### config.mk
export PLATFORM = sky130hd
export DESIGN_NAME = crs_recorder
export DESIGN_NICKNAME = d
export VERILOG_FILES = /design/src/crs_pkg.sv /design/src/crs_fifo.sv /design/src/crs_recorder.sv
export VERILOG_INCLUDE_DIRS = /design/src
export SDC_FILE = /design/constraint.sdc
export NUM_CORES = 2
export LEC_CHECK = 0
export BUFFER_PORTS_ARGS = -buffer_cell sky130_fd_sc_hd__buf_2
export CORE_MARGIN = 4
export CORE_UTILIZATION = 23
export DETAILED_ROUTE_END_ITERATION = 10
export PLACE_DENSITY = 0.38
export SETUP_SLACK_MARGIN = 0.1
export SYNTH_ARGS = -nofsm -noshare
export SYNTH_HDL_FRONTEND = slang
export SYNTH_SLANG_ARGS = --single-unit
export TNS_END_PERCENT = 1
### constraint.sdc
create_clock -name hclk -period 6.06 [get_ports hclk]
set_input_delay 0.909 -clock hclk [delete_from_list [all_inputs] [get_ports hclk]]
set_output_delay 0.909 -clock hclk [all_outputs]
set_load 0.005 [all_outputs]
### src/crs_regs.svh
// Register offsets, field positions, reset values and timing counts
`ifndef CRS_REGS_SVH
`define CRS_REGS_SVH
`define CRS_OFS_CTRL        12'h000
`define CRS_OFS_STORE       12'h004
`define CRS_OFS_STATUS      12'h008
`define CRS_OFS_ERRCNT      12'h00C
`define CRS_OFS_CAPTURE     12'h010
`define CRS_OFS_FIFO_DATA   12'h014
`define CRS_OFS_FIFO_LEVEL  12'h018
`define CRS_OFS_BITRATE     12'h01C
`define CRS_CTRL_RING       0
`define CRS_CTRL_NATIVE     1
`define CRS_CTRL_TRANSMIT_REQUEST_ENTRY_OK    2
`define CRS_CTRL_LOG_ERROR  3
`define CRS_CTRL_FAST       4
`define CRS_CTRL_RESET      32'h0000_0001
`define CRS_NEAR_PCT        7'd95
`define CRS_PROT_PCT        7'd90
`define CRS_FULL_PCT        7'd100
`define CRS_ERR_LIMIT       6'd50
`define CRS_BLINK_NS        1000000000
`define CRS_CLK_NS          4
`define CRS_SLOW_MIN_KBPS   16'd50
`define CRS_SLOW_MAX_KBPS   16'd125
`define CRS_FAST_MAX_KBPS   16'd1000
`endif

### src/crs_pkg.sv
// Types shared by the recorder, the far-side model and the bench
package crs_pkg;
	typedef enum logic [4:0] {
		CRS_ST_OK   = 5'b00001,
		CRS_ST_RING = 5'b00010,
		CRS_ST_NEAR = 5'b00100,
		CRS_ST_FULL = 5'b01000,
		CRS_ST_ERR  = 5'b10000
	} crs_mem_st_t;
	typedef enum logic [2:0] {
		CRS_KIND_RX   = 3'h0,
		CRS_KIND_TRANSMIT_REQUEST_ENTRY = 3'h1,
		CRS_KIND_TX   = 3'h2,
		CRS_KIND_ERR  = 3'h3
	} crs_kind_t;
	typedef struct packed {
		logic        valid;
		logic        ext;
		logic [28:0] id;
		logic [3:0]  dlc;
	} crs_frame_t;
	typedef struct packed {
		logic [5:0] kinds;
	} crs_err_t;
	typedef struct packed {
		crs_kind_t   kind;
		logic        ext;
		logic [28:0] id;
		logic [3:0]  dlc;
		logic [5:0]  err;
		logic [20:0] stamp;
	} crs_rec_t;
	typedef struct packed {
		logic [31:0] haddr;
		logic [1:0]  htrans;
		logic        hwrite;
		logic [2:0]  hsize;
		logic        hsel;
	} crs_ahb_req_t;
endpackage : crs_pkg

### src/crs_fifo.sv
// Parameterised flip-flop FIFO with valid/ready on both sides
`timescale 1ns/1ps
module crs_fifo #(
	parameter int WIDTH = 64,
	parameter int DEPTH = 32
) (
	input  wire logic             clk,
	input  wire logic             rst_n,
	input  wire logic             in_valid,
	output logic                  in_ready,
	input  wire logic [WIDTH-1:0] in_data,
	output logic                  out_valid,
	input  wire logic             out_ready,
	output logic      [WIDTH-1:0] out_data,
	output logic      [$clog2(DEPTH):0] level
);
	localparam int AW = $clog2(DEPTH);
	logic [WIDTH-1:0] mem_r [DEPTH];
	logic [AW-1:0]    wp_r;
	logic [AW-1:0]    rp_r;
	logic [AW:0]      cnt_r;
	wire              push = in_valid && in_ready;
	wire              pop  = out_valid && out_ready;
	assign in_ready  = (cnt_r != DEPTH[AW:0]);
	assign out_valid = (cnt_r != '0);
	assign out_data  = mem_r[rp_r];
	assign level     = cnt_r;
	always_ff @(posedge clk) begin
		if (push)
			mem_r[wp_r] <= in_data;
	end
	always_ff @(posedge clk or negedge rst_n) begin
		if (!rst_n) begin
			wp_r  <= '0;
			rp_r  <= '0;
			cnt_r <= '0;
		end else begin
			if (push)
				wp_r <= (wp_r == AW'(DEPTH - 1)) ? '0 : wp_r + 1'b1;
			if (pop)
				rp_r <= (rp_r == AW'(DEPTH - 1)) ? '0 : rp_r + 1'b1;
			cnt_r <= cnt_r + {{AW{1'b0}}, push} - {{AW{1'b0}}, pop};
		end
	end
endmodule : crs_fifo

### src/crs_recorder.sv
// CAN recorder with storage-status logic and an AHB-Lite register slave
// What this block does
// - Ring on, storage over 95 % and protection over 90 %: nearly full.
// - Ring off and storage over 95 %: nearly full.
// - Ring off treats every stored file as protected.
// - Nearly full with unprotected files: delete oldest unprotected first.
// - Stop recording at 100 % with ring off or all files protected.
// - Memory full: indicator on, panel full line blinks once a second.
// - Logger error: indicator on, panel error word blinks once a second.
// - Accept 11-bit and 29-bit identifiers, mixed, with no setup.
// - Speed class fixed; slow 50-125 kbit/s, fast 50 kbit/s-1 Mbit/s.
// - Time stamp is taken when the frame ends.
// - Record stuff, format, ack, bit, CRC and overrun error states.
// - After 50 error records mute errors until next good frame.
// - Error records only go into the native trace format.
// - Own transmit logs a request entry, then a completed entry.
// - Formats without request entries drop them, keep completed ones.
// - Ring on, over 95 % and protection at most 90 %: ring status, overwrite oldest data.
`timescale 1ns/1ps
`include "crs_regs.svh"
module crs_recorder #(
	parameter int          DEPTH      = 32,
	parameter int          BLINK_NS   = `CRS_BLINK_NS,
	parameter logic [15:0] MAX_KBPS   = `CRS_FAST_MAX_KBPS
) (
	input  wire logic              hclk,
	input  wire logic              hresetn,
	input  wire crs_pkg::crs_ahb_req_t ahb_req,
	input  wire logic              hready,
	input  wire logic [31:0]       hwdata,
	output logic [31:0]            hrdata,
	output logic                   hreadyout,
	output logic                   hresp,
	input  wire crs_pkg::crs_frame_t rx_end,
	input  wire crs_pkg::crs_err_t   bus_err,
	input  wire crs_pkg::crs_frame_t tx_request,
	input  wire crs_pkg::crs_frame_t tx_done,
	input  wire logic [6:0]        used_pct,
	input  wire logic [6:0]        prot_pct,
	input  wire logic              unprot_present,
	input  wire logic              logger_fault,
	output logic                   delete_oldest_unprot,
	output logic                   ring_overwrite,
	output logic                   record_enable,
	output logic                   memory_led,
	output logic                   panel_full_line_on,
	output logic                   panel_error_word_on,
	output crs_pkg::crs_mem_st_t   mem_status,
	output logic                   rec_valid,
	input  wire logic              rec_ready,
	output crs_pkg::crs_rec_t      rec_data
);
	import crs_pkg::*;
	localparam int REC_W   = $bits(crs_rec_t);
	localparam int BLINK_C = (BLINK_NS / `CRS_CLK_NS > 0) ?
		BLINK_NS / `CRS_CLK_NS : 1;
	localparam int BW      = $clog2(BLINK_C + 1);

	// Control register
	logic [31:0]  ctrl_r;
	logic [15:0]  kbps_r;
	logic [20:0]  stamp_r;
	logic [5:0]   err_cnt_r;
	logic         err_mute_r;
	logic [BW-1:0] blink_cnt_r;
	logic         blink_r;
	logic         tx_pend_r;
	crs_frame_t   tx_pend_f_r;
	crs_mem_st_t  mem_st_r;
	crs_mem_st_t  mem_st_nxt;
	logic [5:0]   err_seen_r;

	wire ring_on    = ctrl_r[`CRS_CTRL_RING];
	wire native_fmt = ctrl_r[`CRS_CTRL_NATIVE];
	wire transmit_request_entry_fmt   = ctrl_r[`CRS_CTRL_TRANSMIT_REQUEST_ENTRY_OK];
	wire fast_class = ctrl_r[`CRS_CTRL_FAST];

	// Storage status decode
	wire over_near  = used_pct > `CRS_NEAR_PCT;
	wire at_full    = used_pct >= `CRS_FULL_PCT;
	// Ring off protects every file regardless of the count
	wire [6:0] eff_prot = ring_on ? prot_pct : `CRS_FULL_PCT;
	wire prot_high  = eff_prot > `CRS_PROT_PCT;
	wire all_prot   = !ring_on || !unprot_present;
	wire near_c1    = ring_on && over_near && prot_high;
	wire near_c2    = !ring_on && over_near;
	wire full_c     = at_full && all_prot;
	wire ring_c     = ring_on && over_near;
	wire fault      = logger_fault || ctrl_r[`CRS_CTRL_LOG_ERROR];

	// Severity ranking, most severe first
	assign mem_st_nxt = fault ? CRS_ST_ERR :
		full_c ? CRS_ST_FULL :
		(near_c1 || near_c2) ? CRS_ST_NEAR :
		ring_c ? CRS_ST_RING : CRS_ST_OK;

	assign mem_status   = mem_st_r;
	assign record_enable = !full_c;
	// Deleting must go on at 100 % too, or a full ring would stall
	assign delete_oldest_unprot = ring_on && over_near &&
		unprot_present;
	assign ring_overwrite = ring_c && unprot_present;
	assign memory_led = (mem_st_r == CRS_ST_FULL) ||
		(mem_st_r == CRS_ST_ERR);
	assign panel_full_line_on = (mem_st_r != CRS_ST_FULL) ||
		blink_r;
	assign panel_error_word_on = (mem_st_r != CRS_ST_ERR) ||
		blink_r;

	// Speed class bounds; rate outside the class flags unsupported
	wire [15:0] class_max = fast_class ? MAX_KBPS : `CRS_SLOW_MAX_KBPS;
	wire rate_ok = (kbps_r >= `CRS_SLOW_MIN_KBPS) &&
		(kbps_r <= class_max);

	// Record selection: error record, completion, request, received
	wire err_any   = |bus_err.kinds;
	wire err_take  = err_any && native_fmt && !err_mute_r;
	wire rx_take   = rx_end.valid && rate_ok && record_enable;
	wire txd_take  = tx_done.valid && record_enable;
	wire transmit_request_entry_take = tx_request.valid && transmit_request_entry_fmt && record_enable;
	wire           fifo_in_ready;
	crs_rec_t      rec_in;
	wire           rec_in_valid = rx_take || txd_take || transmit_request_entry_take ||
		(err_take && record_enable);
	wire [28:0] txd_id = tx_pend_r ? tx_pend_f_r.id : tx_done.id;
	always_comb begin
		rec_in       = '0;
		rec_in.stamp = stamp_r;
		if (err_take) begin
			rec_in.kind = CRS_KIND_ERR;
			rec_in.err  = bus_err.kinds;
		end else if (txd_take) begin
			rec_in.kind = CRS_KIND_TX;
			rec_in.id   = txd_id;
			rec_in.ext  = tx_done.ext;
			rec_in.dlc  = tx_done.dlc;
		end else if (transmit_request_entry_take) begin
			rec_in.kind = CRS_KIND_TRANSMIT_REQUEST_ENTRY;
			rec_in.id   = tx_request.id;
			rec_in.ext  = tx_request.ext;
			rec_in.dlc  = tx_request.dlc;
		end else begin
			rec_in.kind = CRS_KIND_RX;
			rec_in.ext  = rx_end.ext;
			rec_in.id   = rx_end.ext ? rx_end.id :
				{18'h0, rx_end.id[10:0]};
			rec_in.dlc  = rx_end.dlc;
		end
	end

	wire [$clog2(DEPTH):0] fifo_level;
	crs_rec_t              fifo_out;
	logic                  bus_pop;
	wire                   fifo_out_valid;
	crs_fifo #(.WIDTH(REC_W), .DEPTH(DEPTH)) u_fifo (
		.clk       (hclk),
		.rst_n     (hresetn),
		.in_valid  (rec_in_valid),
		.in_ready  (fifo_in_ready),
		.in_data   (rec_in),
		.out_valid (fifo_out_valid),
		.out_ready (rec_ready || bus_pop),
		.out_data  (fifo_out),
		.level     (fifo_level)
	);
	assign rec_valid = fifo_out_valid;
	assign rec_data  = fifo_out;

	// Status, blink and capture bookkeeping
	always_ff @(posedge hclk or negedge hresetn) begin
		if (!hresetn) begin
			mem_st_r    <= CRS_ST_OK;
			stamp_r     <= '0;
			blink_cnt_r <= '0;
			blink_r     <= 1'b1;
		end else begin
			mem_st_r <= mem_st_nxt;
			stamp_r  <= stamp_r + 21'd1;
			if (blink_cnt_r == BW'(BLINK_C - 1)) begin
				blink_cnt_r <= '0;
				blink_r     <= !blink_r;
			end else begin
				blink_cnt_r <= blink_cnt_r + 1'b1;
			end
		end
	end

	// Error throttle: good frame wins over a new error
	always_ff @(posedge hclk or negedge hresetn) begin
		if (!hresetn) begin
			err_cnt_r  <= '0;
			err_mute_r <= 1'b0;
		end else if (rx_end.valid) begin
			err_cnt_r  <= '0;
			err_mute_r <= 1'b0;
		end else if (err_take && record_enable && fifo_in_ready) begin
			err_cnt_r  <= err_cnt_r + 6'd1;
			err_mute_r <= (err_cnt_r + 6'd1 >= `CRS_ERR_LIMIT);
		end
	end

	// Pending request held so the completion pairs with it
	always_ff @(posedge hclk or negedge hresetn) begin
		if (!hresetn) begin
			tx_pend_r   <= 1'b0;
			tx_pend_f_r <= '0;
			err_seen_r  <= '0;
		end else begin
			if (tx_request.valid) begin
				tx_pend_r   <= 1'b1;
				tx_pend_f_r <= tx_request;
			end else if (tx_done.valid) begin
				tx_pend_r <= 1'b0;
			end
			err_seen_r <= err_seen_r | bus_err.kinds;
		end
	end

	// AHB-Lite slave: zero wait states, always OKAY
	logic        ph_valid_r;
	logic        ph_write_r;
	logic [11:0] ph_addr_r;
	wire take = ahb_req.hsel && hready && ahb_req.htrans[1];
	assign hreadyout = 1'b1;
	assign hresp     = 1'b0;
	always_ff @(posedge hclk or negedge hresetn) begin
		if (!hresetn) begin
			ph_valid_r <= 1'b0;
			ph_write_r <= 1'b0;
			ph_addr_r  <= '0;
		end else begin
			ph_valid_r <= take;
			ph_write_r <= ahb_req.hwrite;
			ph_addr_r  <= ahb_req.haddr[11:0];
		end
	end
	wire wr = ph_valid_r && ph_write_r;
	always_ff @(posedge hclk or negedge hresetn) begin
		if (!hresetn) begin
			ctrl_r <= `CRS_CTRL_RESET;
			kbps_r <= `CRS_SLOW_MAX_KBPS;
		end else if (wr && ph_addr_r == `CRS_OFS_CTRL) begin
			ctrl_r <= {27'h0, hwdata[4:0]};
		end else if (wr && ph_addr_r == `CRS_OFS_BITRATE) begin
			kbps_r <= hwdata[15:0];
		end
	end
	// Read pops a record only on the data word address
	assign bus_pop = ph_valid_r && !ph_write_r &&
		ph_addr_r == `CRS_OFS_FIFO_DATA && fifo_out_valid;
	wire [31:0] rd_mux =
		(ph_addr_r == `CRS_OFS_CTRL)    ? ctrl_r :
		(ph_addr_r == `CRS_OFS_STORE)   ? {9'h0, prot_pct, 9'h0, used_pct} :
		(ph_addr_r == `CRS_OFS_STATUS)  ? {23'h0, rate_ok, record_enable,
			memory_led, 1'b0, mem_st_r} :
		(ph_addr_r == `CRS_OFS_ERRCNT)  ? {19'h0, err_seen_r, err_mute_r,
			err_cnt_r} :
		(ph_addr_r == `CRS_OFS_CAPTURE) ? {11'h0, stamp_r} :
		(ph_addr_r == `CRS_OFS_FIFO_DATA) ? {fifo_out.ext, 2'h0, fifo_out.id} :
		(ph_addr_r == `CRS_OFS_FIFO_LEVEL) ?
			{{(31 - $clog2(DEPTH)){1'b0}}, fifo_level} :
		(ph_addr_r == `CRS_OFS_BITRATE) ? {16'h0, kbps_r} : 32'h0;
	assign hrdata = ph_valid_r ? rd_mux : 32'h0;

	a_full_stops_rec: assert property (
		@(posedge hclk) disable iff (!hresetn)
		(at_full && (!ring_on || !unprot_present)) |-> !rec_in_valid)
		else $error("recording not stopped");
	a_rank_error_top: assert property (
		@(posedge hclk) disable iff (!hresetn)
		fault |=> mem_st_r == CRS_ST_ERR) else $error("error not ranked");
	a_near_case_two: assert property (
		@(posedge hclk) disable iff (!hresetn)
		(!ring_on && over_near && !at_full && !fault) |=>
		mem_st_r == CRS_ST_NEAR) else $error("ring off near full missed");
	a_near_case_one: assert property (
		@(posedge hclk) disable iff (!hresetn)
		(ring_on && over_near && prot_pct > `CRS_PROT_PCT &&
		(unprot_present || !at_full) && !fault) |=>
		mem_st_r == CRS_ST_NEAR) else $error("ring on near full missed");
	a_ring_status: assert property (
		@(posedge hclk) disable iff (!hresetn)
		(ring_on && over_near && prot_pct <= `CRS_PROT_PCT &&
		(unprot_present || !at_full) && !fault) |=>
		mem_st_r == CRS_ST_RING) else $error("ring status missed");
	a_led_on_full: assert property (
		@(posedge hclk) disable iff (!hresetn)
		mem_st_r == CRS_ST_FULL |-> memory_led) else $error("led off");
	a_err_mute_hold: assert property (
		@(posedge hclk) disable iff (!hresetn)
		(err_cnt_r >= `CRS_ERR_LIMIT && !rx_end.valid) |=> err_mute_r)
		else $error("error throttle missed");
	a_transmit_request_entry_dropped: assert property (
		@(posedge hclk) disable iff (!hresetn)
		(tx_request.valid && !transmit_request_entry_fmt && !rx_end.valid &&
		!tx_done.valid && !err_any) |-> !rec_in_valid)
		else $error("request kept");
	a_err_native: assert property (
		@(posedge hclk) disable iff (!hresetn)
		(err_any && !native_fmt && !rx_end.valid && !tx_done.valid &&
		!tx_request.valid) |-> !rec_in_valid)
		else $error("error in foreign format");
	c_full: cover property (@(posedge hclk) mem_st_r == CRS_ST_FULL);
	c_mute: cover property (@(posedge hclk) err_mute_r);
	c_txpair: cover property (@(posedge hclk) transmit_request_entry_take ##[1:20] txd_take);
	c_fifo_full: cover property (@(posedge hclk) !fifo_in_ready);
endmodule : crs_recorder

; Word level (Yosys, flattened, before mapping)
; Memory sizes are Yosys's and may differ from the RTL's.
; Cells that the tools add are included.
; W data, S select, Z words.
[word_totals]
in_bits = 202
out_inout_bits = 110
ff_bits = 149
wordCells = 128
memories = 1
ram_bits = 2048
[memory_table]
columns = memory, depth, word_bits, rd, rd_ports_with_merged_regs, wr, line_no
row1 = u_fifo.mem_r, 32, 64, 1, 0, 1, crs_fifo.sv:18  ; logic [WIDTH-1:0] mem_r [DEPTH];
[op_classes]
mux = 33
n_reduce_logical = 47
n_bitwise = 2
n_addsub = 7
magnitude_cmp = 6
n_eq_ne = 15
[op_table]
columns = operator, count
row1 = $mux W32, 7
row2 = $mux W29, 2
row3 = $eq A12 B5 Y1 const B, 4
row4 = $mux W36, 1
row5 = $mux W35, 1
row6 = $mux W34, 1
row7 = $mux W16, 2
row8 = $add A28 B1 Y28 const B, 1
row9 = $eq A28 B28 Y1 const B, 1
row10 = $mux W28, 1
row11 = $logic_and A1 B1 Y1, 25
row12 = $eq A12 B4 Y1 const B, 2
row13 = $add A21 B1 Y21 const B, 1
row14 = $mux W6, 3
row15 = $ge A16 B6 Y1 const B, 1
row16 = $le A16 B10 Y1, 1
row17 = $eq A5 B5 Y1 const B, 3
row18 = $mux W5, 3
row19 = $gt A7 B7 Y1 const B, 2
row20 = $eq A12 B3 Y1 const B, 1
row21 = $logic_not A12 Y1, 1
row22 = $add A5 B1 Y5 const B, 2
row23 = $logic_or A1 B1 Y1, 10
row24 = $mux W10, 1
row25 = other kinds (21), 33

; Longest topological paths before layout
[logic_depth]
ltp_word = 11
mapped_depth = 16
depth_no_buf = 15

; Cells and area by module
; Synthesis repeated with hierarchy kept, for this count alone.
[unflattened]
cells_unflattened = 4249
hier_area_um2 = 86188.9
[by_module_without_submodules]
columns = mod, n_inst, cells_each, area_per_inst_um2
row1 = crs_fifo, 1, 3505, 78555.3
row2 = crs_recorder, 1, 744, 7633.6

; Least setup slack after synthesis
; OpenSTA, ideal clock, no wires.
[synth_timing]
kind = input to register
start = input used_pct[3]
end = memory u_fifo.mem_r[6][0] (enable)
arrival_time_ps = 4957
stages = 6
n_path_buf = 0
setup_ps = 491
required_time_ps = 5569
path_slack_ps = 612
path_cell_list = or3_1 -> a31oi_1 -> nand3_1 -> a21oi_2 -> o21ai_1 -> nor2b_1
[synth_via]
elab_chain_len = 10
elab_cells_between_ends = 13
cone_classes = order compare: 1 / mux: 2 / reduce/logical: 10
[synth_lines]
columns = item, line_no
row1 = "start, declared", crs_recorder.sv:38  ; input wire logic [6:0] used_pct,
row2 = $ge A7 B7 Y1 (no source line) *, --
row3 = $logic_and A1 B1 Y1 *, crs_recorder.sv:87  ; wire full_c = at_full && all_prot;
row4 = $logic_not A1 Y1 *, crs_recorder.sv:98  ; assign record_enable = !full_c;
row5 = "$logic_and A1 B1 Y1, on equally long branches", "crs_recorder.sv:118, crs_recorder.sv:119"
row6 = $logic_or A1 B1 Y1 (2 in series), crs_recorder.sv:123  ; wire rec_in_valid = rx_take || txd_take || transmit_request_entry_take ||
row7 = $logic_or A1 B1 Y1 *, crs_recorder.sv:123
row8 = $logic_and A1 B1 Y1 *, crs_fifo.sv:22  ; wire push = in_valid && in_ready;
row9 = $mux W1 *, crs_fifo.sv:29  ; if (push)
row10 = $mux W1 (not written as such) *, crs_fifo.sv:30  ; mem_r[wp_r] <= in_data;
row11 = "end, declared", crs_fifo.sv:18
; Every way passes the cells marked *; elsewhere a longest branch is shown, timed or not.

==> impl_metrics.tcl <==
set metrics [dict create \
    fin_tns_setup_ps 0 \
    die_width_um 616 \
    top_usage_layer "met2" \
    crit_slowest_cell "dfrtp_4" \
    combPwrFrac 0.237 \
    cts_made_buffers 244 \
    grt_pass1_wl_um 383000 \
    worst_slew_pin_slew_ps 1240 \
    grt_pass1_vias 46000 \
    leakage_nw 33.0 \
    r2r_cells 7 \
    synth_edf_count 2016 \
    die-area_um2 380000 \
    grt_max_degree 128 \
    clk_latency_ps 900 \
    post_cts_resized 0 \
    core_area_um2 369000 \
    met2_usage 0.243 \
    synthCells 4078 \
    crit_end "rec_data[22]" \
    gp_congestion 0.819 \
    power.share.switching 0.300 \
    cts_sinks 2165 \
    clock.fmax_ghz 0.177 \
    io_pins 312 \
    vias_per_cell 4.40 \
    path_clk_slew_ps 60 \
    worst_clock_skew_ps 71.4 \
    met1_usage 0.184 \
    start_util 0.231 \
    synth_top_cells_by_area "edfxtp_1 (71%), mux4_2 (13%), dfrtp_1 (4.1%), mux2i_1 (1.6%), mux2_2 (1.3%)" \
    vias 42800 \
    met3_usage 0.0222 \
    dpl_cell_area_um2 94500 \
    p_per_area_nw_per_um2 419 \
    drt_iter0_drc 3148 \
    yosys_warnings 0 \
    antenna_found_initial 22 \
    crit_type "reg2out" \
    setup_viol 0 \
    outcome "completed" \
    first_pass_iters 7 \
    crit_chain "buf_4 -> buf_4 -> mux4_2 -> mux4_2 -> mux2_2 -> buf_2" \
    post-route-util 0.278 \
    synthAdderAreaFrac 0.00406 \
    synth_top_area_share 0.711 \
    final_area_um2 102000 \
    ys_async_sr_fraction 0.0688 \
    min_path_type "in2reg" \
    dpl.hpwl_um 162000 \
    crit_buf_inv 3 \
    cp_top_family "buffers and inverters" \
    timing.final.crit_period_ps 5660 \
    drc_errors 0 \
    seqPwrFrac 0.422 \
    synth_cell_types 66 \
    reg2reg_to "u_fifo.mem_r[3][22]" \
    synth-xor-area-share 0.00545 \
    synth-seq-area-share 0.755 \
    clock_path_buffers 4 \
    required_ps 5150 \
    synthesis.area_um2 85100 \
    p_int_mw 30.0 \
    synth_top_family_by_area "multiplexers" \
    arrival_ps 4750 \
    syn_area_per_cell_um2 20.9 \
    slew_violations 0 \
    worstSetupEndpointType "output port" \
    startpoint "u_fifo.rp_r[1]" \
    rsz0062_at_grt "no" \
    synth_commonest_cells "edfxtp_1 (2,016), mux4_2 (510), dfrtp_1 (140), mux2i_1 (139), nand2_1 (114)" \
    port_buffers 266 \
    wirelength_um 276000 \
    synth_ff_type "edfxtp_1" \
    ctsHtreeMaxLevel 4 \
    cts_tree "done" \
    r2r_setup_slack_ps 1710 \
    grt_usage 0.142 \
    rows 223 \
    power_frac_clock 0.342 \
    drive_gt1_frac 0.322 \
    synth_top_cell_by_area "edfxtp_1" \
    cp-start-kind "flip-flop" \
    regToRegStartpoint "kbps_r[12]" \
    postRouteAntennaNets 0 \
    synth_compound_area_frac 0.0278 \
    syn2layout_area_growth_pct 20.3 \
    root_buffer "clkbuf_16" \
    wl_per_cell_um 28.4 \
    max-cap-violations 0 \
    netSwitchingPower_mw 12.9 \
    slowest_delay_ps 920 \
    synth_mux_area_frac 0.165 \
    nets 4802 \
    whs_ps 126 \
    ir_drop_mv 0.342 \
    stdcell_count 9729 \
    die_h_um 616 \
    critPathMaxFanout 48 \
    yosys_register_bits 2165 \
    grt-ovfl-total 0 \
    dp_cells 9276 \
    yosys.area_share.simple 0.0288 \
    hold_viol 0 \
    fin_crit_sh 0.934 \
    cp_num_cells 6 \
    yosysMostFrequentCell "edfxtp_1" \
    max_slew_margin 0.176 \
]
metrics by stage:
step	power (mW)	worst slack (ps)
4_1_cts	43.8	237
5_1_grt	44.9	120
3_5_place_dp	29.0	1200
2_1_floorplan	23.8	612
3_3_place_gp	29.0	1170
6_report	42.9	398
sequential cells by signal (all words and copies together), names as in the netlist, 6 cells and up:
register      cells
err_seen_r        6
tx_pend_f_r      29
ph_addr_r        12
stamp_r          21
u_fifo.mem_r   2016
err_cnt_r         6
blink_cnt_r      28
kbps_r           16
u_fifo.level      6
logic make-up after synthesis:
| logic type | after synthesis |
|---|---|
| other | 2 |
| AND/OR/NAND/NOR | 486 |
| AO/OA/AOI/OAI | 337 |
| buffers and inverters | 258 |
| XOR/XNOR | 53 |
| multiplexers | 750 |
| adder cells (fa/ha/maj) | 27 |
| flip-flops | 2165 |
layout make-up:
cell class	instances	area (um2)
Fill cell	36800	266000
Sequential cell	2165	64300
Multi-Input combinational cell	1658	20500
Clock buffer	329	6710
Tap cell	4950	6190
Timing Repair Buffer	470	3300
Clock inverter	117	1190
Inverter	34	128
Antenna cell	6	15.0
layout by cell type (no fill, tap or decap), drive strengths merged, types with 46 or more instances in the layout:
master	netlist	layout
a22oi	98	98
buf	118	468
clkbuf	106	330
clkinv	1	91
dfrtp	140	140
edfxtp	2016	2016
mux2	101	101
mux2i	139	139
mux4	510	510
nand2	114	114
nand3	86	86
nor2	92	92
nor2b	51	51
o21ai	46	46
layer usage:
| metal | vias to the layer above | part of all wire | wire [um] |
|---|---|---|---|
| li1 | 18000 | - | - |
| met1 | 23500 | 0.43 | 118000 |
| met2 | 992 | 0.50 | 137000 |
| met3 | 350 | 0.042 | 11500 |
| met4 | 0 | 0.035 | 9540 |
| met5 | - | 0 | 0 |
power groups by stage:
stage | clock network [mW] | registers (mW) | logic (mW)
floorplan | 0 | 18.1 | 5.70
global placement | 0 | 18.4 | 10.6
detailed placement | 0 | 18.4 | 10.6
CTS | 15.1 | 18.1 | 10.6
global route | 15.8 | 18.2 | 10.9
finish | 14.7 | 18.1 | 10.2
how the worst min path moves through the flow:
stage	slack [ps]	endpoint	cells after the start	startpoint
final	130	ph_addr_r[8]	1	ahb_req[15]
after global routing	70	ph_addr_r[10]	1	ahb_req[17]
after CTS	30	ph_addr_r[8]	1	ahb_req[15]
after detailed placement	420	stamp_r[0]	1	stamp_r[0]
after global placement	420	stamp_r[0]	1	stamp_r[0]
after floorplan	440	err_seen_r[1]	1	err_seen_r[1]
what timing repair did:
action,CTS,global route
hold buffers,1,0
endpoints found under the hold margin,20,0
buffers inserted,0,0
Power figures use the tool's default switching activity.
